### src/irq_ctrl_defines.svh
// Register addresses, bit positions, reset values and vectors of the interrupt controller
`ifndef IRQ_CTRL_DEFINES_SVH
`define IRQ_CTRL_DEFINES_SVH
`define IRQ_ENABLE_ADDR   8'hA8
`define IRQ_PRIORITY_ADDR 8'hB8
`define IRQ_GATE_BIT      7
`define IRQ_SRC_MASK      8'h3F
`define IRQ_ENABLE_RESET  8'h00
`define IRQ_PRIO_RESET    8'h00
`define VEC_EXT0          8'h03
`define VEC_TIMER0        8'h0B
`define VEC_EXT1          8'h13
`define VEC_TIMER1        8'h1B
`define VEC_SERIAL        8'h23
`define VEC_TIMER2        8'h2B
`endif

### src/irq_ctrl_pkg.sv
// Types shared by the interrupt controller
package irq_ctrl_pkg;
  typedef struct packed {
    logic       valid;
    logic [2:0] src;
    logic       level;
  } grant_s;
  typedef enum logic [1:0] {ST_IDLE, ST_REQ} vec_state_e;
endpackage

### src/two_level_interrupt_controller.sv
// Six-source, two-level interrupt controller with SFR port and CPU vector handshake
`timescale 1ns/1ps
`include "irq_ctrl_defines.svh"

module two_level_interrupt_controller #(
  parameter int NUM_SRC = 6
) (
  input  wire logic       core_clk_i,
  input  wire logic       arst_n_i,
  input  wire logic       clk_en_i,
  input  wire logic       sfr_wr_i,
  input  wire logic [7:0] sfr_addr_i,
  input  wire logic [7:0] sfr_wdata_i,
  output logic      [7:0] sfr_rdata_o,
  input  wire logic       ext0_request_flag_i,
  input  wire logic       ext1_request_flag_i,
  input  wire logic       ext0_edge_mode_i,
  input  wire logic       ext1_edge_mode_i,
  input  wire logic       timer0_overflow_flag_i,
  input  wire logic       timer1_overflow_flag_i,
  input  wire logic       rx_done_flag_i,
  input  wire logic       tx_done_flag_i,
  input  wire logic       timer2_overflow_flag_i,
  input  wire logic       timer2_external_flag_i,
  output logic            ext0_flag_clr_o,
  output logic            ext1_flag_clr_o,
  output logic            timer0_flag_clr_o,
  output logic            timer1_flag_clr_o,
  output logic            vec_req_o,
  output logic      [7:0] vec_addr_o,
  input  wire logic       vec_ack_i,
  input  wire logic       reti_i,
  output logic      [1:0] in_service_o
);

  logic [7:0]                 interrupt_enable_register_r;
  logic [7:0]                 priority_level_register_r;
  logic [1:0]                 in_service_r;
  logic [NUM_SRC-1:0]         raw_req;
  logic [NUM_SRC-1:0]         enabled_req;
  irq_ctrl_pkg::grant_s       pick;
  irq_ctrl_pkg::grant_s       held_r;
  irq_ctrl_pkg::vec_state_e   state_r;
  logic                       global_irq_gate;
  logic                       may_grant;
  logic                       vec_taken;
  logic [1:0]                 in_service_nxt;

  // Request sources in polling order; index 0 is polled first
  assign raw_req = {timer2_overflow_flag_i | timer2_external_flag_i,
                    rx_done_flag_i | tx_done_flag_i,
                    timer1_overflow_flag_i,
                    ext1_request_flag_i,
                    timer0_overflow_flag_i,
                    ext0_request_flag_i};

  assign global_irq_gate = interrupt_enable_register_r[`IRQ_GATE_BIT];
  assign enabled_req = global_irq_gate ? (raw_req & interrupt_enable_register_r[5:0])
                                       : '0;

  function automatic logic [7:0] vector_of(input logic [2:0] s);
    case (s)
      3'h0:    vector_of = `VEC_EXT0;
      3'h1:    vector_of = `VEC_TIMER0;
      3'h2:    vector_of = `VEC_EXT1;
      3'h3:    vector_of = `VEC_TIMER1;
      3'h4:    vector_of = `VEC_SERIAL;
      default: vector_of = `VEC_TIMER2;
    endcase
  endfunction

  // Level 0 candidates first, then level 1 overrides them; lowest index wins inside a level
  always_comb
  begin
    pick = '0;
    for (int i = NUM_SRC - 1; i >= 0; i--)
    begin
      if (enabled_req[i] && !priority_level_register_r[i])
      begin
        pick.valid = 1'b1;
        pick.src   = 3'(i);
        pick.level = 1'b0;
      end
    end
    for (int i = NUM_SRC - 1; i >= 0; i--)
    begin
      if (enabled_req[i] && priority_level_register_r[i])
      begin
        pick.valid = 1'b1;
        pick.src   = 3'(i);
        pick.level = 1'b1;
      end
    end
  end

  // Level 1 needs nothing of level 1 in service; level 0 needs nothing at all
  assign may_grant = pick.valid &&
                     (pick.level ? !in_service_r[1] : (in_service_r == 2'b00));

  // Register port
  always_ff @(posedge core_clk_i or negedge arst_n_i)
  begin
    if (!arst_n_i)
    begin
      interrupt_enable_register_r <= `IRQ_ENABLE_RESET;
      priority_level_register_r   <= `IRQ_PRIO_RESET;
    end
    else if (clk_en_i && sfr_wr_i)
    begin
      if (sfr_addr_i == `IRQ_ENABLE_ADDR)
        interrupt_enable_register_r <= sfr_wdata_i & 8'hBF;
      if (sfr_addr_i == `IRQ_PRIORITY_ADDR)
        priority_level_register_r <= sfr_wdata_i & `IRQ_SRC_MASK;
    end
  end

  always_ff @(posedge core_clk_i or negedge arst_n_i)
  begin
    if (!arst_n_i)
      sfr_rdata_o <= 8'h00;
    else if (clk_en_i)
    begin
      case (sfr_addr_i)
        `IRQ_ENABLE_ADDR:   sfr_rdata_o <= interrupt_enable_register_r;
        `IRQ_PRIORITY_ADDR: sfr_rdata_o <= priority_level_register_r;
        default:            sfr_rdata_o <= 8'h00;
      endcase
    end
  end

  // Vector handshake; the grant is frozen while the core has not yet taken it
  always_ff @(posedge core_clk_i or negedge arst_n_i)
  begin
    if (!arst_n_i)
    begin
      state_r    <= irq_ctrl_pkg::ST_IDLE;
      held_r     <= '0;
      vec_req_o  <= 1'b0;
      vec_addr_o <= 8'h00;
    end
    else if (clk_en_i)
    begin
      case (state_r)
        irq_ctrl_pkg::ST_IDLE:
          if (may_grant)
          begin
            state_r    <= irq_ctrl_pkg::ST_REQ;
            held_r     <= pick;
            vec_req_o  <= 1'b1;
            vec_addr_o <= vector_of(pick.src);
          end
        irq_ctrl_pkg::ST_REQ:
          if (vec_ack_i)
          begin
            state_r   <= irq_ctrl_pkg::ST_IDLE;
            vec_req_o <= 1'b0;
          end
        default:
          state_r <= irq_ctrl_pkg::ST_IDLE;
      endcase
    end
  end

  // The core takes the vector on the edge where it acknowledges the standing request
  assign vec_taken = (state_r == irq_ctrl_pkg::ST_REQ) && vec_ack_i;

  // Two in-service bits; a return retires the highest active level before a take marks
  // the new one, so a return and a take in one cycle leave the taken level in service
  always_comb
  begin
    in_service_nxt = in_service_r;
    if (reti_i)
    begin
      if (in_service_r[1])
        in_service_nxt[1] = 1'b0;
      else
        in_service_nxt[0] = 1'b0;
    end
    if (vec_taken)
      in_service_nxt[held_r.level] = 1'b1;
  end

  always_ff @(posedge core_clk_i or negedge arst_n_i)
  begin
    if (!arst_n_i)
      in_service_r <= 2'b00;
    else if (clk_en_i)
      in_service_r <= in_service_nxt;
  end

  always_ff @(posedge core_clk_i or negedge arst_n_i)
  begin
    if (!arst_n_i)
      in_service_o <= 2'b00;
    else if (clk_en_i)
      in_service_o <= in_service_r;
  end

  // Flag clears are one-cycle pulses issued when the core takes the vector, for ext0/ext1 only in
  // edge mode; serial and timer 2 flags get no pulse, they stay set until firmware drops them
  always_ff @(posedge core_clk_i or negedge arst_n_i)
  begin
    if (!arst_n_i)
    begin
      ext0_flag_clr_o   <= 1'b0;
      ext1_flag_clr_o   <= 1'b0;
      timer0_flag_clr_o <= 1'b0;
      timer1_flag_clr_o <= 1'b0;
    end
    else if (clk_en_i)
    begin
      ext0_flag_clr_o   <= vec_taken && held_r.src == 3'h0 && ext0_edge_mode_i;
      timer0_flag_clr_o <= vec_taken && held_r.src == 3'h1;
      ext1_flag_clr_o   <= vec_taken && held_r.src == 3'h2 && ext1_edge_mode_i;
      timer1_flag_clr_o <= vec_taken && held_r.src == 3'h3;
    end
  end

  AST_GATE_BLOCKS: assert property (@(posedge core_clk_i) disable iff (!arst_n_i)
    (clk_en_i && state_r == irq_ctrl_pkg::ST_IDLE && !global_irq_gate) |=> !vec_req_o)
    else $error("vector raised with global gate low");
  AST_NO_SAME_LEVEL: assert property (@(posedge core_clk_i) disable iff (!arst_n_i)
    $rose(vec_req_o) |-> !(held_r.level ? in_service_r[1] : in_service_r[0]))
    else $error("grant during same-level service");
  AST_PREEMPT: assert property (@(posedge core_clk_i) disable iff (!arst_n_i)
    (clk_en_i && state_r == irq_ctrl_pkg::ST_IDLE && in_service_r == 2'b01 && pick.valid
     && pick.level) |=> vec_req_o)
    else $error("level 1 did not preempt level 0");
  AST_VECTOR_MAP: assert property (@(posedge core_clk_i) disable iff (!arst_n_i)
    vec_req_o |-> vec_addr_o == {2'b00, held_r.src, 3'b011})
    else $error("vector address mismatch");
  AST_TIMER0_CLR: assert property (@(posedge core_clk_i) disable iff (!arst_n_i)
    $rose(timer0_flag_clr_o) |-> $past(held_r.src) == 3'h1)
    else $error("timer0 clear on wrong source");
  AST_LEVEL_PICK: assert property (@(posedge core_clk_i) disable iff (!arst_n_i)
    (pick.valid && !pick.level) |-> (enabled_req & priority_level_register_r[5:0]) == 6'h00)
    else $error("level 0 picked over pending level 1");
  AST_POLL_ORDER: assert property (@(posedge core_clk_i) disable iff (!arst_n_i)
    (pick.valid && pick.src != 3'h0) |-> !(enabled_req[0] &&
     priority_level_register_r[0] == pick.level))
    else $error("polling order broken");
  AST_RESUME: assert property (@(posedge core_clk_i) disable iff (!arst_n_i)
    (clk_en_i && in_service_r == 2'b11 && reti_i && !vec_ack_i) |=> in_service_r == 2'b01)
    else $error("level 0 lost on return from level 1");
  AST_BIT6_ZERO: assert property (@(posedge core_clk_i) disable iff (!arst_n_i)
    !interrupt_enable_register_r[6] && priority_level_register_r[7:6] == 2'b00)
    else $error("unimplemented bit set");

  // Vector handshake, in-service and grant checks
  AST_REQ_HOLDS: assert property (@(posedge core_clk_i) disable iff (!arst_n_i)
    (vec_req_o && !vec_ack_i) |=> (vec_req_o && $stable(vec_addr_o)))
    else $error("vector request dropped before acknowledge");
  AST_ACK_DROPS: assert property (@(posedge core_clk_i) disable iff (!arst_n_i)
    (clk_en_i && vec_req_o && vec_ack_i) |=> !vec_req_o)
    else $error("vector request stayed after acknowledge");
  AST_ACK_MARKS: assert property (@(posedge core_clk_i) disable iff (!arst_n_i)
    (clk_en_i && vec_taken) |=> in_service_r[held_r.level])
    else $error("taken level not marked in service");
  AST_STATUS_COPY: assert property (@(posedge core_clk_i) disable iff (!arst_n_i)
    clk_en_i |=> in_service_o == $past(in_service_r))
    else $error("in-service output does not follow state");
  AST_GRANT_IDLE: assert property (@(posedge core_clk_i) disable iff (!arst_n_i)
    (clk_en_i && state_r == irq_ctrl_pkg::ST_IDLE && in_service_r == 2'b00 && pick.valid)
    |=> vec_req_o)
    else $error("pending request not granted while idle");
  AST_LEVEL1_BLOCKS: assert property (@(posedge core_clk_i) disable iff (!arst_n_i)
    (clk_en_i && state_r == irq_ctrl_pkg::ST_IDLE && in_service_r[1]) |=> !vec_req_o)
    else $error("grant while level 1 in service");

  // Grant source and flag-clear checks
  AST_NO_PICK_IDLE: assert property (@(posedge core_clk_i) disable iff (!arst_n_i)
    (clk_en_i && state_r == irq_ctrl_pkg::ST_IDLE && !pick.valid) |=> !vec_req_o)
    else $error("vector raised with nothing pending");
  AST_PICK_ENABLED: assert property (@(posedge core_clk_i) disable iff (!arst_n_i)
    pick.valid |-> enabled_req[pick.src])
    else $error("picked source is not an enabled request");
  AST_TIMER1_CLR: assert property (@(posedge core_clk_i) disable iff (!arst_n_i)
    $rose(timer1_flag_clr_o) |-> $past(held_r.src) == 3'h3)
    else $error("timer1 clear on wrong source");
  AST_EXT0_CLR: assert property (@(posedge core_clk_i) disable iff (!arst_n_i)
    $rose(ext0_flag_clr_o) |-> ($past(held_r.src) == 3'h0 && $past(ext0_edge_mode_i)))
    else $error("ext0 clear on wrong source or mode");
  AST_EXT1_LEVEL_KEEP: assert property (@(posedge core_clk_i) disable iff (!arst_n_i)
    (clk_en_i && !ext1_edge_mode_i) |=> !ext1_flag_clr_o)
    else $error("ext1 cleared in level mode");
  AST_CLR_ONE_HOT: assert property (@(posedge core_clk_i) disable iff (!arst_n_i)
    $onehot0({ext0_flag_clr_o, ext1_flag_clr_o, timer0_flag_clr_o, timer1_flag_clr_o}))
    else $error("more than one flag clear at once");

endmodule

### config.mk
export PLATFORM = sky130hd
export DESIGN_NAME = two_level_interrupt_controller
export DESIGN_NICKNAME = d
export VERILOG_FILES = /design/src/irq_ctrl_pkg.sv /design/src/two_level_interrupt_controller.sv
export VERILOG_INCLUDE_DIRS = /design/src
export SDC_FILE = /design/constraint.sdc
export NUM_CORES = 1
export LEC_CHECK = 0
export BUFFER_PORTS_ARGS = -buffer_cell sky130_fd_sc_hd__buf_2
export CORE_MARGIN = 1.5
export CORE_UTILIZATION = 54
export DETAILED_ROUTE_END_ITERATION = 10
export PLACE_DENSITY = 0.95
export SLEW_MARGIN = 20
export SYNTH_ARGS = -nofsm -noshare
export SYNTH_HDL_FRONTEND = slang
export SYNTH_SLANG_ARGS = --single-unit
### constraint.sdc
create_clock -name core_clk_i -period 5.18 [get_ports core_clk_i]
set_input_delay 0.518 -clock core_clk_i [delete_from_list [all_inputs] [get_ports core_clk_i]]
set_output_delay 0.518 -clock core_clk_i [all_outputs]
set_load 0.005 [all_outputs]
==> results.toml, run 1 <==
[floorplan]
core_um2 = 3100
die_h_um = 60.6
die_w_um = 60.6
rows = 20
num_io_pins = 55
dieArea_um2 = 3670
start_util = 0.577

[global_route]
antenna_found_initial = 0
gr-usage-met3 = 0.0725
grt_util_met2 = 0.379
grt_max_degree = 38
grt_use_total = 0.231
grt-ovfl-total = 0
use_met1 = 0.266
grt_first_pass_wirelength_um = 5940
busiest_layer = "met2"
grt_pass1_vias = 1341

[clock_network]
cts_buffer_depth = 2
clkSlewWorstSetupHoldPaths_ps = 110
cts_tree = "built"
numCtsBuffers = 5
worstSkewPairLatency_ps = 350
post_cts.repair.setup_buffers = 0
cts.repair.resized = 0
hold_buffers = 0
htreeDepth = 2
clock-sinks = 37
clock-root-buffer = "clkbuf_4"

[timing]
rsz0062_at_grt = "false"
worst_pin_slew_ps = 789
fmax_mhz = 443
maxSlewHeadroom = 0.474
fin_skew_ps = 7.61
finalSetupViolations = 0
setup-tns-final_ps = 0
period_share = 0.436
hold_viol = 0
min_period_ps = 2260
finalMaxSlewViolations = 0

[worst_setup_path]
critical_path_peak_fanout = 15
required_ps = 5410
arrival_ps = 2490
crit_path_end_kind = "register"
startpoint_type = "register"
path_class = "register to register"
worstRegToRegCells = 5

[pwr]
intPower_w = 0.000389
vdd_ir_drop_max_mv = 0.135
combPwrFrac = 0.067
p_seq_frac = 0.591
powerDensity_nw_per_um2 = 242
switching_power_w = 0.000119
p_leak_nw = 1.11
swShare = 0.234
power_frac_clock = 0.341

[route]
ant_nets = 0
routed_wl_um = 3810
drtIter0Drc = 83
via_per_inst = 5.66
wire_per_inst_um = 14.7
vias = 1466
drc_errors = 0
drtPass1Iterations = 4

[place]
gp_congestion = 0.855
placed_cell_area_um2 = 2030
place_inst = 251
portBuffers = 49
hpwl_um = 2820

[finish]
drive_gt1_frac = 0.353
final_area_um2 = 2100
syn2layout_area_growth_pct = 17.4
final-instance-count-excl-fill = 259
num_antenna_cells = 0
fin_util = 0.677
nNetsFinal = 246

[yosys]
seq_area_frac_synth = 0.517
synth_ff_type = "dfrtp_1"
postSynthCellCount = 166
ys_async_sr_fraction = 1.00
yosysWarnings = 0
synth_area_um2 = 1790
ys_ff_latch = 37
synth_edf_count = 0
postSynthAreaPerCell_um2 = 10.8
synth.distinct_cells = 42

[run_status]
status = "completed"

[run]
drv_cap = 0

[worst_hold_path]
hold_class = "primary input to async pin"
cell type report:
cell class	count	area [µm²]
fillers	278	1000
flip-flops and latches	37	926
multi-input cells	112	771
repair buffers	49	245
clock buffers	7	65.1
well taps	44	55.1
inverters	9	33.8
clock inverters	1	5.00
registers in the layout, summed over array words and instances, names as in the netlist, 2 cells and up:
signal and count:
in_service_o 2, interrupt_enable_register_r 7, in_service_r 2, held_r 4
priority_level_register_r 6, sfr_rdata_o 7, vec_addr_o 4
metrics by stage:
stage | hold slack [ps] | worst slack [ps] | total power (W)
floorplan | 222 | 3070 | 0.000319
global placement | 456 | 2750 | 0.000339
detailed placement | 462 | 2670 | 0.000341
CTS | 244 | 2910 | 0.000513
global route | 284 | 2780 | 0.000530
finish | 239 | 2920 | 0.000508
cells by family (layout without fill, tap and decap cells):
kind of cell           after synthesis  count (layout)  synth area share
AO/OA/AOI/OAI                       42              42             0.166
other                                1               4           0.00210
AND/OR/NAND/NOR                     51              51             0.162
buffers and inverters               20              66            0.0580
flip-flops                          37              37             0.517
multiplexers                        15              15            0.0944
worst paths after layout:
kind                                                 from                              to  slack, ps
setup / recovery           interrupt_enable_register_r[7]                   vec_addr_o[3]       2920
hold reg to reg                             vec_addr_o[5]                   vec_addr_o[5]        480
max in group asynchronous                        arst_n_i                       held_r[1]       4440
hold / removal                                   arst_n_i  interrupt_enable_register_r[4]        240
setup reg to reg           interrupt_enable_register_r[7]                   vec_addr_o[3]       2920
min in group core_clk_i                    sfr_wdata_i[7]  interrupt_enable_register_r[7]        390
synth_stat cells, drive strengths merged, types with 2 or more instances:
cell type   n  area, µm²
o211ai      2       15.0
a22oi       6       45.0
nand3       7       35.0
nor2       13       53.8
a211oi      2       15.0
a21o        4       30.0
o21ai       9       45.0
clkbuf      3       11.3
o2111ai     2       35.0
dfrtp      37        926
a31oi       2       12.5
mux2       15        169
nand4       5       31.3
a21oi       8       40.0
buf         8       58.8
o31ai       2       15.0
or4         2       18.8
and4b       4       40.0
and4        2       17.5
inv         9       33.8
nand2       9       33.8
critical path, cell delays in order (launching register included):
cell and delay [ps]:
dfrtp_1 560, and4b_1 330, or4_4 560, o2111ai_4 250, and2_1 330, o31ai_1 120
layout by cell type (no fill, tap or decap), types with 5 or more instances in the layout:
| master | instances |
|---|---|
| dfrtp_1 | 37 |
| a21oi_1 | 8 |
| nand4_1 | 5 |
| nand2_1 | 9 |
| inv_1 | 9 |
| clkbuf_4 | 5 |
| mux2_2 | 13 |
| buf_2 | 49 |
| nor2_1 | 11 |
| a22oi_1 | 6 |
| nand3_1 | 7 |
| o21ai_0 | 9 |
routing by layer:
| layer | vias up | wire length [µm] |
|---|---|---|
| met4 | 0 | 122 |
| met2 | 57 | 1870 |
| met5 | - | 0 |
| li1 | 699 | - |
| met1 | 698 | 1620 |
| met3 | 12 | 204 |
power groups by stage:
stage | Combinational [W] | Sequential (W) | Clock, W
floorplan | 0.0000143 | 0.000305 | 0
global placement | 0.0000333 | 0.000305 | 0
detailed placement | 0.0000345 | 0.000306 | 0
CTS | 0.0000347 | 0.000301 | 0.000178
global route | 0.0000393 | 0.000302 | 0.000189
finish | 0.0000342 | 0.000301 | 0.000173
No activity file was read; power rests on OpenSTA's default activity.
==> run 2: changes to the inputs <==
--- a/config.mk
+++ b/config.mk
@@ -8,9 +8,9 @@
 export LEC_CHECK = 0
 export BUFFER_PORTS_ARGS = -buffer_cell sky130_fd_sc_hd__buf_2
 export CORE_MARGIN = 1.5
-export CORE_UTILIZATION = 54
+export CORE_UTILIZATION = 45
 export DETAILED_ROUTE_END_ITERATION = 10
-export PLACE_DENSITY = 0.95
+export PLACE_DENSITY = 0.86
 export SLEW_MARGIN = 20
 export SYNTH_ARGS = -nofsm -noshare
 export SYNTH_HDL_FRONTEND = slang
==> constraint.sdc (replaced) <==
create_clock -name core_clk_i -period 1.9 [get_ports core_clk_i]
set_input_delay 0.19 -clock core_clk_i [delete_from_list [all_inputs] [get_ports core_clk_i]]
set_output_delay 0.19 -clock core_clk_i [all_outputs]
set_load 0.005 [all_outputs]
==> run 2 against run 1 <==
  * The flow now finishes with violations (hold timing, setup timing)
  * Critical path depth up 1
  * Total power rose to 2.9 times the previous value
  * Worst setup slack worse by 3000 ps
  * Register-to-register slack worse by 3000 ps
  * Sequential share of layout area down 4.0 points
  * Final cell count up 9.7%
  * Non-clock buffer count up 21
  * Die area up 19%
  * Critical endpoint is now held_r[3]
==> results.toml, run 2 (synthesized netlist as in run 1, its figures left out) <==
[worst_setup_path]
path_class = "register to register"
startpoint_type = "register"
timing.rr.start = "interrupt_enable_register_r[7]"
critical_path_peak_fanout = 8
arrival_ps = 2120
r2r_end = "held_r[3]"
worstRegToRegCells = 6
crit_path_end_kind = "register"
required_ps = 2090
r2r_slack_ps = -30

[timing]
maxSlewHeadroom = 0.455
finalMaxSlewViolations = 0
fin_skew_ps = 4.26
hold_viol = 33
fmax_mhz = 517
period_share = 1.02
fin_ws_ps = -33.1
finalSetupViolations = 4
worst_pin_slew_ps = 818
min_period_ps = 1930
rsz0062_at_grt = "true"
whs_ps = -13.7

[finish]
final_area_um2 = 2310
fin_util = 0.618
final_cell_mix = "buf_2, dfrtp_1, buf_4"
nNetsFinal = 267
syn2layout_area_growth_pct = 29.3
drive_gt1_frac = 0.441
layout_commonest_cell = "buf_2"
top_regs = "interrupt_enable_register_r (7), sfr_rdata_o (7), priority_level_register_r (6)"
fill_cells = 338
num_antenna_cells = 0

[pwr]
powerDensity_nw_per_um2 = 630
p_leak_nw = 1.24
vdd_ir_drop_max_mv = 0.342

[place]
hpwl_um = 3030
placed_cell_area_um2 = 2170
gp_congestion = 0.929
portBuffers = 49

[route]
via_per_inst = 5.41
ant_nets = 0
drc_errors = 0
vias = 1537
routed_wl_um = 4110
wire_per_inst_um = 14.5
drtPass1Iterations = 4
drtIter0Drc = 85

[global_route]
grt_max_degree = 38
grt_first_pass_wirelength_um = 6800
grt-ovfl-total = 0
grt_use_total = 0.208
antenna_found_initial = 0
grt_pass1_vias = 1496

[clock_network]
cts_tree = "built"
numCtsBuffers = 5
clock-sinks = 37
htreeDepth = 2
clkSlewWorstSetupHoldPaths_ps = 70
clock-root-buffer = "clkbuf_8"
worstSkewPairLatency_ps = 290
cts_buffer_depth = 2

[worst_hold_path]
hold_class = "primary input to async pin"

[run]
drv_cap = 0

[floorplan]
die_w_um = 66.1
dieArea_um2 = 4360
num_io_pins = 55
core_um2 = 3740
die_h_um = 66.1
rows = 22
start_util = 0.478

[run_status]
status = "complete, but fails checks"
violations = "hold timing, setup timing"
-- run 2: cell types whose count changed in the layout (fill, tap and decap cells not counted), sizes merged --
cell | before | now
buf | 49 | 70
clkinv | 1 | 2
clkbuf | 7 | 6
-- run 2: layer usage --
| metal | track usage | part of all wire | vias to the layer above |
|---|---|---|---|
| met4 | 0.0587 | 0.019 | 0 |
| met5 | 0 | 0 | - |
| li1 | - | - | 739 |
| met3 | 0.0647 | 0.059 | 9 |
| met2 | 0.340 | 0.47 | 52 |
| met1 | 0.267 | 0.45 | 737 |
-- run 2: power breakdown --
| group | switching, W | internal (W) |
|---|---|---|
| Combinational | 0.0000574 | 0.0000523 |
| Sequential | 0.0000116 | 0.000805 |
| Clock | 0.000277 | 0.000254 |
-- run 2: repair_timing --
item | 4_1_cts | 5_1_grt
hold endpoints to repair | 0 | 0
setup endpoints to repair | 8 | 8
setup buffers | 1 | 2
resized for setup | 3 | 7
hold buffers | 0 | 0
pin swaps | 2 | 5
-- run 2: critical path, stage by stage, from the launching register on --
cell       delay, ps
dfrtp_2          450
and4b_1          230
or4_4            540
o2111ai_4        230
buf_6            150
a211oi_2          70
a21o_1           160
-- run 2: cell type report --
cell class                 instances  area [µm²]  area share
clock buffer                       6        72.6      0.0314
clock inverter                     2        10.0     0.00433
inverter                           9        33.8      0.0146
multi-input combinational        112         803       0.347
sequential                        37         927       0.401
tap                               48        60.1      0.0260
timing repair buffer              70         407       0.176
-- run 2: per-stage QoR --
step / worst slack (ps) / setup TNS, ps / instances / power [W]
final: -33.1 / -105 / 284 / 0.00146
after global routing: -119 / -679 / 284 / 0.00153
after CTS: -15.1 / -36.3 / 282 / 0.00147
after detailed placement: -144 / -874 / 273 / 0.000940
after global placement: -63.9 / -334 / 273 / 0.000936
after floorplan: 52.8 / 0 / 169 / 0.000871
-- run 2: worst max-delay path by stage --
stage | start | endpoint | slack (ps) | cells after the start
2_1_floorplan | interrupt_enable_register_r[7] | held_r[1] | 50 | 6
3_3_place_gp | interrupt_enable_register_r[7] | held_r[1] | -60 | 5
3_5_place_dp | interrupt_enable_register_r[7] | vec_addr_o[3] | -140 | 5
4_1_cts | interrupt_enable_register_r[7] | held_r[3] | -20 | 6
5_1_grt | interrupt_enable_register_r[7] | held_r[3] | -120 | 6
6_report | interrupt_enable_register_r[7] | held_r[3] | -30 | 6
